===== src/hw/dmh_regs.svh =====
// Register offsets, field positions and timing counts for the DMA host controller
//
// Summary of operation
// - Reload requires burst bus mode
// - Reload requires count multiple of four
// - Fresh request needed after reload pause
// - Operation register word access only
// - Clear channel enable before changing request select
// - Clear master enable, confirm idle before standby
// - Control register written last when starting
// - Write zero to count before reuse
// - Hold request pin high while programming
// - Single address mode needs external address
// - Never touch unused register addresses
// - Never target controller or bus housekeeping blocks
`ifndef DMH_REGS_SVH
`define DMH_REGS_SVH
// Own APB register map (byte addresses)
`define DMH_A_CTRL      8'h00
`define DMH_A_SRC       8'h04
`define DMH_A_DST       8'h08
`define DMH_A_COUNT     8'h0C
`define DMH_A_STATUS    8'h10
// CTRL fields
`define DMH_C_GO        0
`define DMH_C_STBY      1
`define DMH_C_NMICLR    2
`define DMH_C_TRIG      3
`define DMH_C_RELOAD    4
`define DMH_C_BURST     5
`define DMH_C_IRQEN     6
`define DMH_C_INDIR     7
`define DMH_C_SINGLE    8
`define DMH_C_RS_LO     12
`define DMH_C_SM_LO     16
`define DMH_C_DM_LO     18
`define DMH_C_TS_LO     20
`define DMH_C_CH_LO     22
`define DMH_CTRL_MASK   32'h00FFF1F0
// Device map, relative to the device base
`define DMH_D_SAR       32'h0000_0000
`define DMH_D_DAR       32'h0000_0004
`define DMH_D_TCR       32'h0000_0008
`define DMH_D_CHANNEL_CONTROL_REG      32'h0000_000C
`define DMH_D_STRIDE    32'h0000_0010
`define DMH_D_OPREG     32'h0000_00B0
`define DMH_D_HOLE_LO   32'h0000_00B2
`define DMH_D_HOLE_HI   32'h0000_00BF
`define DMH_D_SPAN      32'h0000_0100
// Device channel control bits
`define DMH_B_DE        0
`define DMH_B_TE        1
`define DMH_B_IE        2
`define DMH_B_TS_LO     3
`define DMH_B_BURST     5
`define DMH_B_INDIR     6
`define DMH_B_SINGLE    7
`define DMH_B_RS_LO     8
`define DMH_B_SM_LO     12
`define DMH_B_DM_LO     14
`define DMH_B_RELOAD    16
// Device operation register bits
`define DMH_O_DME       0
`define DMH_O_NMI_FLAG      1
`define DMH_O_AE        2
`define DMH_TRIG_NS     20
`define DMH_TRIG_CYC    ((`DMH_TRIG_NS + 9) / 10)
`endif

===== src/hw/dmh_pkg.sv =====
// Types shared by the DMA host controller modules
package dmh_pkg;
   typedef enum logic {DMH_WORD, DMH_LONG} dmh_size_t;
   typedef enum {
      S_IDLE, S_CHECK, S_RD_CHANNEL_CONTROL_REG, S_CLR_DE, S_WR_TCR0, S_WR_SAR, S_WR_DAR, S_WR_TCR,
      S_WR_OR_ON, S_WR_CHANNEL_CONTROL_REG, S_MON_CH, S_MON_OR, S_STBY_OR, S_STBY_DE, S_STBY_POLL,
      S_NMI_OR
   } dmh_state_t;
endpackage


===== src/hw/dmh_apb_regs.sv =====
// APB slave holding the software command and configuration registers
`timescale 1ns/1ns
`include "dmh_regs.svh"
module dmh_apb_regs (
   // Clock and reset
   input  wire logic        clk,
   input  wire logic        reset_n,
   // APB slave
   input  wire logic        psel,
   input  wire logic        penable,
   input  wire logic        pwrite,
   input  wire logic [7:0]  paddr,
   input  wire logic [31:0] pwdata,
   output logic [31:0]      prdata,
   output logic             pready,
   output logic             pslverr,
   // To the sequencer
   output logic [31:0]      ctrl,
   output logic [31:0]      src,
   output logic [31:0]      dst,
   output logic [31:0]      count,
   output logic [3:0]       pulses,
   input  wire logic [31:0] status
);
   logic setup;
   logic wr;

   assign setup = psel && !penable;
   assign wr    = psel && penable && pready && pwrite;

   function automatic logic mapped(input logic [7:0] a);
      mapped = (a == `DMH_A_CTRL) || (a == `DMH_A_SRC) || (a == `DMH_A_DST) ||
               (a == `DMH_A_COUNT) || (a == `DMH_A_STATUS);
   endfunction

   // Every access answers in its first access cycle
   always_ff @(posedge clk or negedge reset_n) begin
      if (!reset_n) begin
         pready  <= 1'b0;
         pslverr <= 1'b0;
         prdata  <= 32'h0000_0000;
      end else begin
         pready  <= setup;
         pslverr <= setup && !mapped(paddr);
         case (paddr)
            `DMH_A_CTRL:   prdata <= ctrl;
            `DMH_A_SRC:    prdata <= src;
            `DMH_A_DST:    prdata <= dst;
            `DMH_A_COUNT:  prdata <= count;
            `DMH_A_STATUS: prdata <= status;
            default:       prdata <= 32'h0000_0000;
         endcase
      end
   end

   always_ff @(posedge clk or negedge reset_n) begin
      if (!reset_n) begin
         ctrl   <= 32'h0000_0000;
         src    <= 32'h0000_0000;
         dst    <= 32'h0000_0000;
         count  <= 32'h0000_0000;
         pulses <= 4'h0;
      end else begin
         pulses <= 4'h0;
         if (wr) begin
            case (paddr)
               `DMH_A_CTRL: begin
                  ctrl   <= pwdata & `DMH_CTRL_MASK;
                  pulses <= pwdata[3:0];
               end
               `DMH_A_SRC:   src <= pwdata;
               `DMH_A_DST:   dst <= pwdata;
               `DMH_A_COUNT: count <= pwdata;
               default: ;
            endcase
         end
      end
   end
endmodule // dmh_apb_regs


===== src/hw/dmh_dev_master.sv =====
// Bus master that performs one register access on the device interface
`timescale 1ns/1ns
`include "dmh_regs.svh"
module dmh_dev_master (
   // Clock and reset
   input  wire logic              clk,
   input  wire logic              reset_n,
   // Command from the sequencer
   input  wire logic              cmd_valid,
   input  wire logic              cmd_write,
   input  wire logic [31:0]       cmd_addr,
   input  wire logic [31:0]       cmd_wdata,
   input  dmh_pkg::dmh_size_t     cmd_size,
   output logic                   cmd_done,
   output logic [31:0]            cmd_rdata,
   // Device pins
   output logic                   psel,
   output logic                   penable,
   output logic                   pwrite,
   output logic [31:0]            paddr,
   output logic [31:0]            pwdata,
   output logic                   psize,
   input  wire logic              pready,
   input  wire logic [31:0]       prdata
);
   import dmh_pkg::*;

   // Request held stable from setup until pready is seen
   always_ff @(posedge clk or negedge reset_n) begin
      if (!reset_n) begin
         psel    <= 1'b0;
         penable <= 1'b0;
         pwrite  <= 1'b0;
         paddr   <= 32'h0000_0000;
         pwdata  <= 32'h0000_0000;
         psize   <= 1'b0;
      end else if (!psel && cmd_valid) begin
         psel    <= 1'b1;
         pwrite  <= cmd_write;
         paddr   <= cmd_addr;
         pwdata  <= cmd_wdata;
         psize   <= (cmd_size == DMH_LONG);
      end else if (psel && !penable) begin
         penable <= 1'b1;
      end else if (psel && pready) begin
         psel    <= 1'b0;
         penable <= 1'b0;
      end
   end

   always_ff @(posedge clk or negedge reset_n) begin
      if (!reset_n) begin
         cmd_done  <= 1'b0;
         cmd_rdata <= 32'h0000_0000;
      end else begin
         cmd_done <= psel && penable && pready;
         if (psel && penable && pready && !pwrite)
            cmd_rdata <= prdata;
      end
   end
endmodule // dmh_dev_master


===== src/hw/dmh_host.sv =====
// DMA host controller: programs and watches one channel of the DMA device
`timescale 1ns/1ns
`include "dmh_regs.svh"
module dmh_host #(
   parameter logic [31:0] DEV_BASE  = 32'h0000_8600,
   parameter logic [31:0] INT_BASE  = 32'hFFFF_0000,
   parameter logic [31:0] PROT_LO   = 32'hFFFF_8000,
   parameter logic [31:0] PROT_HI   = 32'hFFFF_80FF
) (
   // Clock and reset
   input  wire logic              CLOCK,
   input  wire logic              RESET_N,
   // Software APB port
   input  wire logic              PSEL,
   input  wire logic              PENABLE,
   input  wire logic              PWRITE,
   input  wire logic [7:0]        PADDR,
   input  wire logic [31:0]       PWDATA,
   output logic [31:0]            PRDATA,
   output logic                   PREADY,
   output logic                   PSLVERR,
   // Device register port
   output logic                   DEV_PSEL,
   output logic                   DEV_PENABLE,
   output logic                   DEV_PWRITE,
   output logic [31:0]            DEV_PADDR,
   output logic [31:0]            DEV_PWDATA,
   output logic                   DEV_PSIZE,
   input  wire logic              DEV_PREADY,
   input  wire logic [31:0]       DEV_PRDATA,
   // External request pin, falling edge active
   output logic                   REQ_PIN
);
   import dmh_pkg::*;

   logic [31:0]     ctrl;
   logic [31:0]     src;
   logic [31:0]     dst;
   logic [31:0]     count;
   logic [3:0]      pulses;
   logic [31:0]     status;
   dmh_state_t      state;
   logic            waiting;
   logic            issue;
   logic            cmd_write;
   logic [31:0]     cmd_addr;
   logic [31:0]     cmd_wdata;
   dmh_size_t       cmd_size;
   logic            cmd_done;
   logic [31:0]     cmd_rdata;
   logic            done;
   logic            refused;
   logic            stby_ok;
   logic            nmi_seen;
   logic            ae_seen;
   logic            stby_pend;
   logic            nmi_pend;
   logic            trig_pend;
   logic [3:0]      trig_cnt;
   logic            programming;
   logic [1:0]      chan;

   dmh_apb_regs u_regs (
      .clk     (CLOCK),
      .reset_n (RESET_N),
      .psel    (PSEL),
      .penable (PENABLE),
      .pwrite  (PWRITE),
      .paddr   (PADDR),
      .pwdata  (PWDATA),
      .prdata  (PRDATA),
      .pready  (PREADY),
      .pslverr (PSLVERR),
      .ctrl    (ctrl),
      .src     (src),
      .dst     (dst),
      .count   (count),
      .pulses  (pulses),
      .status  (status)
   );

   dmh_dev_master u_master (
      .clk       (CLOCK),
      .reset_n   (RESET_N),
      .cmd_valid (issue),
      .cmd_write (cmd_write),
      .cmd_addr  (cmd_addr),
      .cmd_wdata (cmd_wdata),
      .cmd_size  (cmd_size),
      .cmd_done  (cmd_done),
      .cmd_rdata (cmd_rdata),
      .psel      (DEV_PSEL),
      .penable   (DEV_PENABLE),
      .pwrite    (DEV_PWRITE),
      .paddr     (DEV_PADDR),
      .pwdata    (DEV_PWDATA),
      .psize     (DEV_PSIZE),
      .pready    (DEV_PREADY),
      .prdata    (DEV_PRDATA)
   );

   assign chan        = ctrl[`DMH_C_CH_LO +: 2];
   assign programming = (state != S_IDLE) && (state != S_MON_CH) && (state != S_MON_OR);
   assign status      = {22'h00_0000, 4'(state), ae_seen, nmi_seen, stby_ok,
                         refused, done, (state != S_IDLE)};

   function automatic logic [31:0] chan_addr(input logic [1:0] ch, input logic [31:0] off);
      chan_addr = DEV_BASE + (32'(ch) * `DMH_D_STRIDE) + off;
   endfunction

   function automatic logic in_hole(input logic [31:0] a);
      in_hole = (a >= DEV_BASE + `DMH_D_HOLE_LO) && (a <= DEV_BASE + `DMH_D_HOLE_HI);
   endfunction

   function automatic logic forbidden(input logic [31:0] a);
      forbidden = ((a >= DEV_BASE) && (a < DEV_BASE + `DMH_D_SPAN)) ||
                  ((a >= PROT_LO) && (a <= PROT_HI)) || in_hole(a);
   endfunction

   // Channel control image; reload and indirect bits carried into the device
   function automatic logic [31:0] channel_control_reg_img(input logic [31:0] c, input logic de);
      logic [31:0] v;
      v = 32'h0000_0000;
      v[`DMH_B_DE]                 = de;
      v[`DMH_B_IE]                 = c[`DMH_C_IRQEN];
      v[`DMH_B_TS_LO +: 2]         = c[`DMH_C_TS_LO +: 2];
      v[`DMH_B_BURST]              = c[`DMH_C_BURST];
      v[`DMH_B_INDIR]              = c[`DMH_C_INDIR];
      v[`DMH_B_SINGLE]             = c[`DMH_C_SINGLE];
      v[`DMH_B_RS_LO +: 4]         = c[`DMH_C_RS_LO +: 4];
      v[`DMH_B_SM_LO +: 2]         = c[`DMH_C_SM_LO +: 2];
      v[`DMH_B_DM_LO +: 2]         = c[`DMH_C_DM_LO +: 2];
      v[`DMH_B_RELOAD]             = c[`DMH_C_RELOAD];
      channel_control_reg_img = v;
   endfunction

   // Start a device access on first entry, then wait for the answer
   task automatic access(input logic wr, input logic [31:0] a, input logic [31:0] d, input dmh_size_t sz);
      if (!waiting) begin
         issue     <= 1'b1;
         waiting   <= 1'b1;
         cmd_write <= wr;
         cmd_addr  <= a;
         cmd_wdata <= d;
         cmd_size  <= sz;
      end
   endtask

   always_ff @(posedge CLOCK or negedge RESET_N) begin
      if (!RESET_N) begin
         state     <= S_IDLE;
         waiting   <= 1'b0;
         issue     <= 1'b0;
         cmd_write <= 1'b0;
         cmd_addr  <= 32'h0000_0000;
         cmd_wdata <= 32'h0000_0000;
         cmd_size  <= DMH_LONG;
      end else begin
         issue <= 1'b0;
         if (cmd_done)
            waiting <= 1'b0;
         case (state)
            S_IDLE: begin
               if (stby_pend)
                  state <= S_STBY_OR;
               else if (nmi_pend)
                  state <= S_NMI_OR;
               else if (pulses[`DMH_C_GO])
                  state <= S_CHECK;
            end
            S_CHECK: begin
               if (ctrl[`DMH_C_RELOAD] && !ctrl[`DMH_C_BURST])
                  state <= S_IDLE;
               else if (ctrl[`DMH_C_RELOAD] && (count[1:0] != 2'b00))
                  state <= S_IDLE;
               else if (ctrl[`DMH_C_SINGLE] && (src >= INT_BASE))
                  state <= S_IDLE;
               else if (forbidden(src) || forbidden(dst))
                  state <= S_IDLE;
               else
                  state <= S_RD_CHANNEL_CONTROL_REG;
            end
            S_RD_CHANNEL_CONTROL_REG: begin
               access(1'b0, chan_addr(chan, `DMH_D_CHANNEL_CONTROL_REG), 32'h0000_0000, DMH_LONG);
               if (cmd_done)
                  state <= S_CLR_DE;
            end
            S_CLR_DE: begin
               // enable cleared before new request select
               access(1'b1, chan_addr(chan, `DMH_D_CHANNEL_CONTROL_REG),
                      cmd_rdata & ~(32'h0000_0001 << `DMH_B_DE), DMH_LONG);
               if (cmd_done && waiting)
                  state <= S_WR_TCR0;
            end
            S_WR_TCR0: begin
               access(1'b1, chan_addr(chan, `DMH_D_TCR), 32'h0000_0000, DMH_LONG);
               if (cmd_done && waiting)
                  state <= S_WR_SAR;
            end
            S_WR_SAR: begin
               access(1'b1, chan_addr(chan, `DMH_D_SAR), src, DMH_LONG);
               if (cmd_done && waiting)
                  state <= S_WR_DAR;
            end
            S_WR_DAR: begin
               access(1'b1, chan_addr(chan, `DMH_D_DAR), dst, DMH_LONG);
               if (cmd_done && waiting)
                  state <= S_WR_TCR;
            end
            S_WR_TCR: begin
               access(1'b1, chan_addr(chan, `DMH_D_TCR), count, DMH_LONG);
               if (cmd_done && waiting)
                  state <= S_WR_OR_ON;
            end
            S_WR_OR_ON: begin
               access(1'b1, DEV_BASE + `DMH_D_OPREG, 32'h0000_0001 << `DMH_O_DME, DMH_WORD);
               if (cmd_done && waiting)
                  state <= S_WR_CHANNEL_CONTROL_REG;
            end
            S_WR_CHANNEL_CONTROL_REG: begin
               // control written as the final step
               access(1'b1, chan_addr(chan, `DMH_D_CHANNEL_CONTROL_REG), channel_control_reg_img(ctrl, 1'b1), DMH_LONG);
               if (cmd_done && waiting)
                  state <= S_MON_CH;
            end
            S_MON_CH: begin
               access(1'b0, chan_addr(chan, `DMH_D_CHANNEL_CONTROL_REG), 32'h0000_0000, DMH_LONG);
               if (cmd_done && waiting)
                  state <= cmd_rdata[`DMH_B_TE] ? S_IDLE : S_MON_OR;
            end
            S_MON_OR: begin
               access(1'b0, DEV_BASE + `DMH_D_OPREG, 32'h0000_0000, DMH_WORD);
               if (cmd_done && waiting) begin
                  if (stby_pend)
                     state <= S_STBY_OR;
                  else if (cmd_rdata[`DMH_O_NMI_FLAG] || cmd_rdata[`DMH_O_AE])
                     state <= S_IDLE;
                  else
                     state <= S_MON_CH;
               end
            end
            S_STBY_OR: begin
               access(1'b1, DEV_BASE + `DMH_D_OPREG, 32'h0000_0000, DMH_WORD);
               if (cmd_done && waiting)
                  state <= S_STBY_DE;
            end
            S_STBY_DE: begin
               access(1'b1, chan_addr(chan, `DMH_D_CHANNEL_CONTROL_REG), channel_control_reg_img(ctrl, 1'b0), DMH_LONG);
               if (cmd_done && waiting)
                  state <= S_STBY_POLL;
            end
            S_STBY_POLL: begin
               // wait until the channel reads idle
               access(1'b0, chan_addr(chan, `DMH_D_CHANNEL_CONTROL_REG), 32'h0000_0000, DMH_LONG);
               if (cmd_done && waiting)
                  state <= cmd_rdata[`DMH_B_DE] ? S_STBY_POLL : S_IDLE;
            end
            S_NMI_OR: begin
               access(1'b1, DEV_BASE + `DMH_D_OPREG, 32'h0000_0001 << `DMH_O_DME, DMH_WORD);
               if (cmd_done && waiting)
                  state <= S_IDLE;
            end
            default: state <= S_IDLE;
         endcase
      end
   end

   // Outcome flags; a new go clears done, refused and stby_ok, hardware setting wins in the same cycle
   always_ff @(posedge CLOCK or negedge RESET_N) begin
      if (!RESET_N) begin
         done     <= 1'b0;
         refused  <= 1'b0;
         stby_ok  <= 1'b0;
         nmi_seen <= 1'b0;
         ae_seen  <= 1'b0;
      end else begin
         if (state == S_IDLE && pulses[`DMH_C_GO] && !stby_pend && !nmi_pend) begin
            done    <= 1'b0;
            refused <= 1'b0;
            stby_ok <= 1'b0;
         end
         if (state == S_CHECK)
            refused <= (ctrl[`DMH_C_RELOAD] && (!ctrl[`DMH_C_BURST] || count[1:0] != 2'b00)) ||
                       (ctrl[`DMH_C_SINGLE] && src >= INT_BASE) || forbidden(src) || forbidden(dst);
         if (state == S_MON_CH && cmd_done && waiting && cmd_rdata[`DMH_B_TE])
            done <= 1'b1;
         if (state == S_STBY_POLL && cmd_done && waiting && !cmd_rdata[`DMH_B_DE])
            stby_ok <= 1'b1;
         if (state == S_NMI_OR && cmd_done && waiting) begin
            nmi_seen <= 1'b0;
            ae_seen  <= 1'b0;
         end
         if (state == S_MON_OR && cmd_done && waiting) begin
            nmi_seen <= nmi_seen | cmd_rdata[`DMH_O_NMI_FLAG];
            ae_seen  <= ae_seen | cmd_rdata[`DMH_O_AE];
         end
      end
   end

   // Pending software commands; cleared in every serving cycle, so a new pulse beats the clear only in the last one
   always_ff @(posedge CLOCK or negedge RESET_N) begin
      if (!RESET_N) begin
         stby_pend <= 1'b0;
         nmi_pend  <= 1'b0;
      end else begin
         if (state == S_STBY_OR)
            stby_pend <= pulses[`DMH_C_STBY];
         else if (pulses[`DMH_C_STBY])
            stby_pend <= 1'b1;
         if (state == S_NMI_OR)
            nmi_pend <= pulses[`DMH_C_NMICLR];
         else if (pulses[`DMH_C_NMICLR])
            nmi_pend <= 1'b1;
      end
   end

   always_ff @(posedge CLOCK or negedge RESET_N) begin
      if (!RESET_N) begin
         REQ_PIN   <= 1'b1;
         trig_pend <= 1'b0;
         trig_cnt  <= 4'h0;
      end else begin
         if (pulses[`DMH_C_TRIG])
            trig_pend <= 1'b1;
         if (trig_cnt != 4'h0) begin
            trig_cnt <= trig_cnt - 4'h1;
            REQ_PIN  <= (trig_cnt == 4'h1);
         end else if (trig_pend && !programming) begin
            trig_pend <= pulses[`DMH_C_TRIG];
            trig_cnt  <= 4'(`DMH_TRIG_CYC);
            REQ_PIN   <= 1'b0;
         end else begin
            REQ_PIN <= 1'b1;
         end
      end
   end
endmodule // dmh_host


===== config.mk =====
export PLATFORM = sky130hd
export DESIGN_NAME = dmh_host
export DESIGN_NICKNAME = d
export VERILOG_FILES = /design/src/hw/dmh_pkg.sv /design/src/hw/dmh_apb_regs.sv /design/src/hw/dmh_dev_master.sv /design/src/hw/dmh_host.sv
export VERILOG_INCLUDE_DIRS = /design/src /design/src/hw
export SDC_FILE = /design/constraint.sdc
export NUM_CORES = 1
export LEC_CHECK = 0
export ABC_AREA = 1
export BUFFER_PORTS_ARGS = -buffer_cell sky130_fd_sc_hd__buf_4
export CAP_MARGIN = 0
export CORE_ASPECT_RATIO = 0.9
export CORE_UTILIZATION = 30
export CTS_CLUSTER_DIAMETER = 40
export DETAILED_ROUTE_END_ITERATION = 10
export GPL_TIMING_DRIVEN = 0
export SYNTH_ARGS = -nofsm -noshare
export SYNTH_HDL_FRONTEND = slang
export SYNTH_SLANG_ARGS = --single-unit
export TNS_END_PERCENT = 1

===== constraint.sdc =====
create_clock -name CLOCK -period 1.7 [get_ports CLOCK]
set_input_delay 0.17 -clock CLOCK [delete_from_list [all_inputs] [get_ports CLOCK]]
set_output_delay 0.17 -clock CLOCK [all_outputs]
set_load 0.01 [all_outputs]

Word-level counts from Yosys, hierarchy flattened
Index checks and enable logic that the tools add are counted.
{"block": "totals", "reg_bits": 365, "input_bits": 78, "out_inout_bits": 103, "elab_cells": 288}
{"block": "op_classes", "addsub": 5, "n_lt_le_gt_ge": 13, "eq_ne": 58, "n_mux": 75, "n_bitwise": 3, "reduce_logical": 101}
{"operator": "$mux W32", "n": 30}
{"operator": "$pmux W32 S16", "n": 1}
{"operator": "$pmux W32 S5", "n": 2}
{"operator": "$eq A32 B4 Y1 const B", "n": 8}
{"operator": "$pmux W32 S8", "n": 1}
{"operator": "$eq A32 B5 Y1 const B", "n": 5}
{"operator": "$eq A32 B3 Y1 const B", "n": 4}
{"operator": "$ge A32 B16 Y1 const B", "n": 4}
{"operator": "$eq A32 B2 Y1 const B", "n": 3}
{"operator": "$ge A32 B32 Y1 const B", "n": 3}
{"operator": "$le A32 B16 Y1 const B", "n": 2}
{"operator": "$le A32 B32 Y1 const B", "n": 2}
{"operator": "$logic_not A32 Y1", "n": 2}
{"operator": "$lt A32 B16 Y1 const B", "n": 2}
{"operator": "$ne A32 B5 Y1 const B", "n": 2}
{"operator": "$ne A2 B2 Y1 const B", "n": 27}
{"operator": "$logic_and A1 B1 Y1", "n": 38}
{"operator": "$add A32 B3 Y32 const B", "n": 1}
{"operator": "$add A32 B4 Y32 const B", "n": 1}
{"operator": "$eq A32 B1 Y1 const B", "n": 1}
{"operator": "$mux W4", "n": 8}
{"operator": "$reduce_bool A32 Y1", "n": 1}
{"operator": "$mux W1", "n": 27}
{"operator": "$reduce_bool A2 Y1", "n": 12}
{"operator": "other kinds (29)", "n": 68}

Longest topological paths before layout
Gate-level depths: netlist (run 1).
{"block": "depth", "ltp_word": 10, "ltp_mapped": 11, "depth_no_buf": 11}

Modules after synthesis
From an unflattened synthesis (run 1), not the netlist that was laid out.
{"block": "hier_totals", "cells_unflattened": 1839, "hier_area_um2": 14777.9}
{"mod": "dmh_apb_regs", "instances": 1, "cells_each": 845, "area_each_um2": 6915.4, "seq_area_each_um2": 3778.6}
{"mod": "dmh_dev_master", "instances": 1, "cells_each": 434, "area_each_um2": 3947.5, "seq_area_each_um2": 2527.4}
{"mod": "dmh_host", "instances": 1, "cells_each": 560, "area_each_um2": 3915.0, "seq_area_each_um2": 1478.9}

Least setup slack after synthesis (run 1)
No wires, ideal clock.
{"block": "synth_timing", "path_type": "register -> register", "startpoint": "register state[3]", "endpoint": "register cmd_wdata[26]", "arrival_ns": 1.395, "t_required_ns": 1.561, "setup_slack_ns": 0.166, "path_stages_with_launch": 8, "path_buffers": 3, "cell_sequence": "dfrtp_1 -> buf_2 -> nor2_2 -> nand2_1 -> nand2_1 -> buf_2 -> clkbuf_1 -> a22oi_1"}
{"block": "synth_between", "elab_chain_cells": 4, "elab_cells_between_ends": 27}
{"element": "from (decl)", "line_no": "dmh_host.sv:42", "text": "dmh_state_t state;"}
{"element": "from (signal assigned)", "line_no": "dmh_host.sv:229", "text": "state <= cmd_rdata[`DMH_B_TE] ? S_IDLE : S_MON_OR;"}
{"element": "from (signal assigned)", "line_no": "dmh_host.sv:256", "text": "state <= cmd_rdata[`DMH_B_DE] ? S_STBY_POLL : S_IDLE;"}
{"element": "$eq A32 B4 Y1, or another cell as far along", "line_no": "dmh_host.sv:162", "text": "case (state)"}
{"element": "$reduce_or A6 Y1 (no line) / $reduce_or A2 Y1 (equally long branches)"}
{"element": "$reduce_bool A8 Y1 (no line) / $ne A2 B2 Y1 (equally long branches)"}
{"element": "$reduce_and A9 Y1 (no line)"}
{"element": "to (signal assigned)", "line_no": "dmh_host.sv:156", "text": "cmd_wdata <= 32'h0000_0000;"}
{"element": "to (decl)", "line_no": "dmh_host.sv:47", "text": "logic [31:0] cmd_wdata;"}
Several ways; a longest one is shown, not always the timed one.
A chain may end at the register's enable or synchronous reset.

Worst setup path in the final report (run 1)
{"block": "layout_timing", "startpoint": "register state[3]", "endpoint": "register cmd_wdata[16]"}
The elaborated chain is that of the path after synthesis.

==> results of run 1 <==
-- synth_stat cells, types with 2 or more instances --
master     instances  area share [%]
buf_1              2           0.059
mux2_2            20             1.8
inv_1            165             4.9
o21ai_1           54             2.1
inv_2              3           0.088
a211oi_1           4            0.24
dfrtp_1          283              55
o21ai_2           23             1.6
nand2_1          372              11
a31oi_1            3            0.15
nor3_1             7            0.27
a21o_1             2            0.12
clkbuf_1          26            0.76
o211ai_1          12            0.71
nor2_1            71             2.1
o22ai_1            7            0.34
o221ai_1           8            0.55
nor2_2             3            0.15
a22oi_1           18             1.1
a21oi_1           81             3.2
nand2_4            3            0.26
ha_1               2            0.20
o21ai_0          114             4.5
buf_2             23            0.90
nand4_1           13            0.64
dfstp_2            2            0.41
o2111ai_1         18             1.2
nand2_2            2           0.098
a32oi_1            8            0.55
nand3_1           22            0.86
or2_2              2           0.098
buf_6              9            0.79
buf_4             30             1.8
-- registers in the layout, summed over array words and instances (netlist names), 17 cells and up --
register / cells
u_regs.ctrl: 17
u_regs.src: 32
u_regs.dst: 32
u_master.cmd_rdata: 32
cmd_wdata: 32
u_regs.prdata: 32
u_regs.count: 32
u_master.pwdata: 32
-- worst max-delay path, cell delays in order, from the launching register on --
cell       delay (ns)
dfrtp_1          0.36
buf_4            0.19
inv_1            0.13
nand2_2          0.10
nor2_4           0.18
clkbuf_16        0.20
nand2_1          0.06
o211ai_1         0.18
a21oi_2          0.11
a22oi_1          0.18
-- cells by family after synthesis --
family / count (synthesis) / share of synthesized area, %
muxes: 20 / 1.764
AOI/OAI and AO/OA: 354 / 16.41
other: 1 / 0.02937
adders and majority gates: 2 / 0.1960
xor gates and xnor gates: 1 / 0.06861
and+or+nand+nor: 503 / 16.29
DFF: 285 / 55.88
buffers and inverters: 261 / 9.369
-- routing by layer --
metal  vias up  global-route usage (%)  share of wire [%]  wire length (um)
li1       5277                       -                  -                 -
met1      5525                   29.85                 45             20370
met2       466                   31.87                 44             19860
met3        83                   3.840                7.5              3367
met4         0                   8.179                3.1              1416
met5         -                       0                  0                 0
-- power by group --
part | total, uW | switching, uW | internal (uW)
registers | 9150 | 838 | 8310
clock network | 9740 | 3720 | 6020
logic | 7130 | 4170 | 2970
total | 26000 | 8730 | 17300
-- repair_timing --
| action | 4_1_cts | 5_1_grt |
|---|---|---|
| hold endpoints to repair | 260 | 111 |
| resized for setup | 81 | 70 |
| endpoints found under the setup margin | 81 | 63 |
| buffers inserted | 3 | 8 |
| pin swaps | 4 | 12 |
-- worst min-delay path by stage --
stage                   endpoint  slack (ns)  cells past startpoint     from
5_1_grt        u_regs.prdata[18]       -0.25                      1  RESET_N
3_5_place_dp   u_regs.prdata[18]        0.31                      1  RESET_N
3_3_place_gp       u_regs.pready        0.36                      2  PENABLE
6_report       u_regs.prdata[19]       -0.34                      1  RESET_N
2_1_floorplan            ae_seen       -0.13                      0  RESET_N
4_1_cts        u_regs.prdata[12]       -0.29                      1  RESET_N
-- stage by stage --
| stage | hold WS [ns] | std cells |
|---|---|---|
| after floorplan | -0.1256 | 1450 |
| after global placement | 0.3552 | 2153 |
| after detailed placement | 0.3136 | 2155 |
| after CTS | -0.2906 | 2317 |
| after global routing | -0.2490 | 2324 |
| final | -0.3399 | 2324 |
-- layout make-up --
cell class	instances	area, sq um	share of cell area, %
Buffer	90	698.2	3.969
Clock buffer	54	1285	7.304
Clock inverter	36	350.3	1.991
Inverter	170	658.1	3.741
Multi-Input combinational cell	904	4758	27.05
Sequential cell	285	7138	40.58
Tap cell	547	684.4	3.890
Timing Repair Buffer	238	2019	11.48
==> summary.md, run 1 <==
| Metric | Value |
|---|---|
| Worst-Margin Slew | 0.9093 ns |
| Placeable Area | 41840 sq um |
| Worst hold slack | -0.3399 ns |
| I/O Buffers | 156 |
| Flops & latches, synth | 285 |
| Max-cap viol count | 0 |
| Worst R2R Start | state[3] |
| Die area | 43390 sq um |
| Fill cell count | 4123 |
| Failing checks | negative hold slack, negative setup slack |
| Die Span X | 219.5 um |
| Max clock buf depth | 3 |
| Seq/Total Area, Yosys | 55.88% |
| Clk Tree Root Cell | clkbuf_16 |
| Fin crit period | 1.756 ns |
| Worst setup EP type | flip-flop |
| R2R setup slack | -0.06 ns |
| Post-route setup slack | -0.05576 ns |
| Tot Pwr | 26030 uW |
| Critical path data arrival time | 2.24 ns |
| Mapped Cells | 1427 |
| CP Launch Type | flip-flop |
| Clk_lat worst skew | 0.58 ns |
| # nets final | 1817 |
| Setup violators final | 1 |
| DR pass1 iterations | 6 |
| Worst-path clk slew | 0.05 ns |
| Most common cell after layout, fill and taps aside | nand2_1 |
| Remaining DRCs | 0 |
| Design Area, Final | 17590 sq um |
| Static leakage | 0.008414 uW |
| Fin. Hold Viols | 111 |
| IO Count | 181 |
| Syn Area/Cell | 8.947 sq um |
| Initial antenna violation count | 1 |
| RSZ-0062 raised after global routing | true |
| Most frequent cells in the layout | nand2_1 (365), dfrtp_1 (280), buf_4 (199) |
| TritonCTS clock tree | yes |
| Post-DP Area | 14770 sq um |
| GR Overflow Total | 0 |
| FFs w/ async S/R, synth | 100.0% |
| Worst Path Max Fanout | 10 |
| Vias per inst | 4.884 |
| Final Skew | 0.02155 ns |
| GP Congestion | 0.9112 |
| Hold WC Path Type | primary input to async pin |
| Clk sinks | 285 |
| Cell variety after synth | 48 |
| Power density relative to cell area | 1479 nW/um^2 |
| CTS buffer count | 48 |
| Tcrit/Tclk final | 103.3% |
| Maximum vdd drop | 890.2 uV |
| Fmax | 569.6 MHz |
| Detail Route Antenna Nets | 0 |
| Routed WL per cell | 19.37 um |
| Mapped cell area | 12770 sq um |
| Outcome | finished with violations |
| Vias in the first global route | 11390 |
| Detailed placer's ending HPWL | 32630 um |
| Slew HR | 39.38% |
| Antenna fix cells | 0 |
| Rows | 71 |
| Most used DFF post-synth | dfrtp_1 |
| Worst path required time | 2.19 ns |
| Worst setup path end | cmd_wdata[16] |
| Initial drt markers | 1232 |
| Final max-slew violation count | 0 |
| H-tree level count | 2 |
| Setup slack after placement | -0.7540 ns |
| Layout area overhead | 37.79% |
| Via count | 11350 |
| Die Y | 197.7 um |
| Setup TNS | -0.05576 ns |
| Critical path class | flip-flop to flip-flop |
| Fin util | 42.04% |
| Initial Util | 30.51% |
| Layout cell share with drive strength beyond 1 | 25.66% |
| GRT Total Usage | 21.10% |
| Post-Route WL | 45010 um |
| Worst r2r dst | cmd_wdata[16] |
| Largest net degree at the start of global routing | 113 |
| CP Launch Point | state[3] |
| First-pass GRT wire length | 68360 um |
| Post-synth EDFFs | 0 |
| Hold_buf cts | 69 |
| Yosys warnings | 0 |
| Cells on worst reg2reg path | 9 |
No activity file was read; power rests on OpenSTA's default activity.
==> inputs of run 2 (changes only) <==
Settings changed: ABC_AREA 1 to default, CORE_MARGIN from default to 2.
==> run 2 against run 1 <==
  * The flow finishes with violations (negative setup slack)
  * Register-to-register slack worse by 0.05 ns
  * Critical path depth shrank 4
  * Wire length shrank 8.4%
  * Worst hold slack gained 0.37 ns
  * Die area shrank 0.38%
  * Sequential power increased by 3.6%
  * Sequential share of layout area rose by 0.22 points
  * Worst setup slack worse by 0.046 ns
  * Non-clock buffer count up 3
  * Synthesized area decreased by 2.3%
  * Clock power rose by 0.5%
  * First-iteration DRC count shrank 40%
  * Largest cell class unchanged
==> summary.md, run 2 <==
| Metric | Value |
|---|---|
| Seq/Total Area, Yosys | 57.20% |
| Routed WL per cell | 22.26 um |
| Slew HR | 41.27% |
| GR Overflow Total | 0 |
| Min-delay src | PADDR[4] |
| Maximum vdd drop | 712.8 uV |
| Rows | 70 |
| Dpl cells | 1685 |
| Mapped cell area | 12470 sq um |
| Clk_lat worst skew | 0.55 ns |
| Most numerous cell in the Yosys netlist | dfrtp_1 |
| Remaining DRCs | 0 |
| Cell variety after synth | 64 |
| Top cell type's share of synthesized area | 56.78% |
| Detailed placer's ending HPWL | 28380 um |
| Worst Path Max Fanout | 6 |
| Setup slack after placement | -1.175 ns |
| IO Count | 181 |
| First-pass GRT wire length | 61760 um |
| Post-Synth Adder-Cell Area | 0.2809% |
| Via count | 9479 |
| Final max-slew violation count | 0 |
| Vias in the first global route | 9625 |
| Initial Util | 30.56% |
| Hold WC Path Type | primary input to flip-flop |
| Setup violators final | 20 |
| Most used DFF post-synth | dfrtp_1 |
| Worst R2R Start | state[0] |
| H-tree level count | 2 |
| Clk Tree Root Cell | clkbuf_16 |
| RSZ-0062 raised after global routing | true |
| Synth area leaders | dfrtp_1 (57%), mux2_2 (17%), a22oi_1 (3.8%) |
| Most frequent cells in the layout | dfrtp_1 (279), buf_4 (203), mux2_2 (161) |
| Fin cells | 1851 |
| Initial drt markers | 735 |
| Synth Area in XOR/XNOR | 0% |
| Final Skew | 0.02228 ns |
| Power density relative to cell area | 1545 nW/um^2 |
| GP Congestion | 0.8986 |
| Vias per inst | 5.121 |
| Die Span X | 218.9 um |
| Outcome | finished with violations |
| Post-route setup slack | -0.1016 ns |
| CP Launch Type | flip-flop |
| Post-Route WL | 41210 um |
| Commonest cells in the netlist | dfrtp_1 (283), mux2_2 (183), nor2_1 (72) |
| Flops & latches, synth | 285 |
| Worst-Margin Slew | 0.8810 ns |
| Failing checks | negative setup slack |
| Critical path data arrival time | 2.22 ns |
| R2R setup slack | -0.10 ns |
| Post-Synth Simple-Gate Area | 7.775% |
| Fmax | 555.0 MHz |
| Post-synthesis mux area share | 20.60% |
| Design Area, Final | 17500 sq um |
| I/O Buffers | 155 |
| TritonCTS clock tree | yes |
| # nets final | 1357 |
| DR pass1 iterations | 7 |
| Clk sinks | 285 |
| Syn Area/Cell | 12.92 sq um |
| Main combinational cell family by area after synthesis | multiplexers |
| Static leakage | 0.008018 uW |
| Initial antenna violation count | 3 |
| Worst setup EP type | flip-flop |
| CTS buffer count | 44 |
| Fin crit period | 1.802 ns |
| Max-cap viol count | 0 |
| Worst-path clk slew | 0.06 ns |
| Placeable Area | 40810 sq um |
| Die area | 43220 sq um |
| CP Launch Point | state[0] |
| Layout cell share with drive strength beyond 1 | 44.16% |
| GRT Total Usage | 19.12% |
| Tcrit/Tclk final | 106.0% |
| Yosys warnings | 0 |
| Layout area overhead | 40.33% |
| Mapped Cells | 965 |
| Synth Area in Compound Gates | 10.08% |
| Die Y | 197.4 um |
| Max clock buf depth | 3 |
| Critical path class | flip-flop to flip-flop |
| Most common cell after layout, fill and taps aside | dfrtp_1 |
| Detail Route Antenna Nets | 0 |
| Post-synth EDFFs | 0 |
| Post-DP Area | 14460 sq um |
| Worst path required time | 2.12 ns |
| Fin. Hold Viols | 0 |
| Area leader, netlist | dfrtp_1 |
| Largest net degree at the start of global routing | 116 |
| FFs w/ async S/R, synth | 100.0% |
## run 2: cell count changes in the layout (fill, tap and decap cells not counted), sizes merged, moves of 12 or more
cell and change:
a22oi +45, and2 +15, buf -20, a222oi +15
a21oi -67, o21ai -172, a31oi +32, inv -161
mux4 +17, mux2 +167, clkbuf +12, o2111ai -18
nand2 -349, o211ai -12
## run 2: cells by family (layout without fill, tap and decap cells)
| logic type | Yosys count | count (layout) |
|---|---|---|
| muxes | 212 | 212 |
| other | 1 | 26 |
| DFF | 285 | 285 |
| and+or+nand+nor | 187 | 187 |
| adders and majority gates | 3 | 3 |
| AOI/OAI and AO/OA | 176 | 176 |
| buffers and inverters | 101 | 422 |
## run 2: power by group
| part | leakage (uW) | internal (uW) | switching, uW | total [uW] |
|---|---|---|---|---|
| combinational | 0.00355 | 3720 | 4060 | 7780 |
| sequential | 0.00369 | 8380 | 1100 | 9480 |
| clock | 0.000773 | 6350 | 3440 | 9790 |
| total | 0.00802 | 18400 | 8600 | 27000 |
## run 2: final cells by class
class	instances	area, sq um
flip-flops and latches	285	7139
clock buffers	48	1157
well taps	540	675.6
repair buffers	248	2121
plain buffers	83	679.4
diodes	2	5.005
fillers	3842	23310
inverters	13	53.80
multi-input cells	602	5224
clock inverters	30	446.7
## run 2: path summary, 6_finish.rpt
kind                            cells past startpoint               end
worst max-delay path                                5          state[0]
worst min register to register                      1          nmi_pend
worst max register to register                      5          state[0]
worst min-delay path                                4  u_regs.prdata[3]
max in group asynchronous                           3          state[1]
min in group asynchronous                           2    u_regs.dst[19]
## run 2: stage by stage
step	power (uW)	util [%]	setup TNS, ns	hold slack (ns)
global placement	16030	35.28	-773.73	0.3458
CTS	27060	42.41	-5.536	0.01515
finish	27040	42.88	-0.8047	0.03472
global route	28360	42.88	-3.794	0.04091
detailed placement	16150	35.43	-177.26	0.1446
floorplan	13070	-	-20.34	-0.1256
## run 2: worst max-delay path: stages, from the launching register on
cell       delay [ns]
dfrtp_2          0.48
or4_4            0.58
nor4_4           0.18
a21o_1           0.16
a2111oi_2        0.06
a31o_2           0.23
## run 2: routing by layer
| layer | wire, um | GRT usage (%) |
|---|---|---|
| met4 | 862 | 5.255 |
| met2 | 19250 | 30.05 |
| met5 | 0 | 0 |
| met3 | 2847 | 4.126 |
| met1 | 18240 | 26.69 |
## run 2: what timing repair did
action | CTS | global route
cloned | 1 | 1
endpoints found under the setup margin | 249 | 180
endpoints found under the hold margin | 210 | 0
setup buffers | 13 | 6
hold buffers | 71 | 0
resized for setup | 140 | 52
pin swaps | 8 | 14
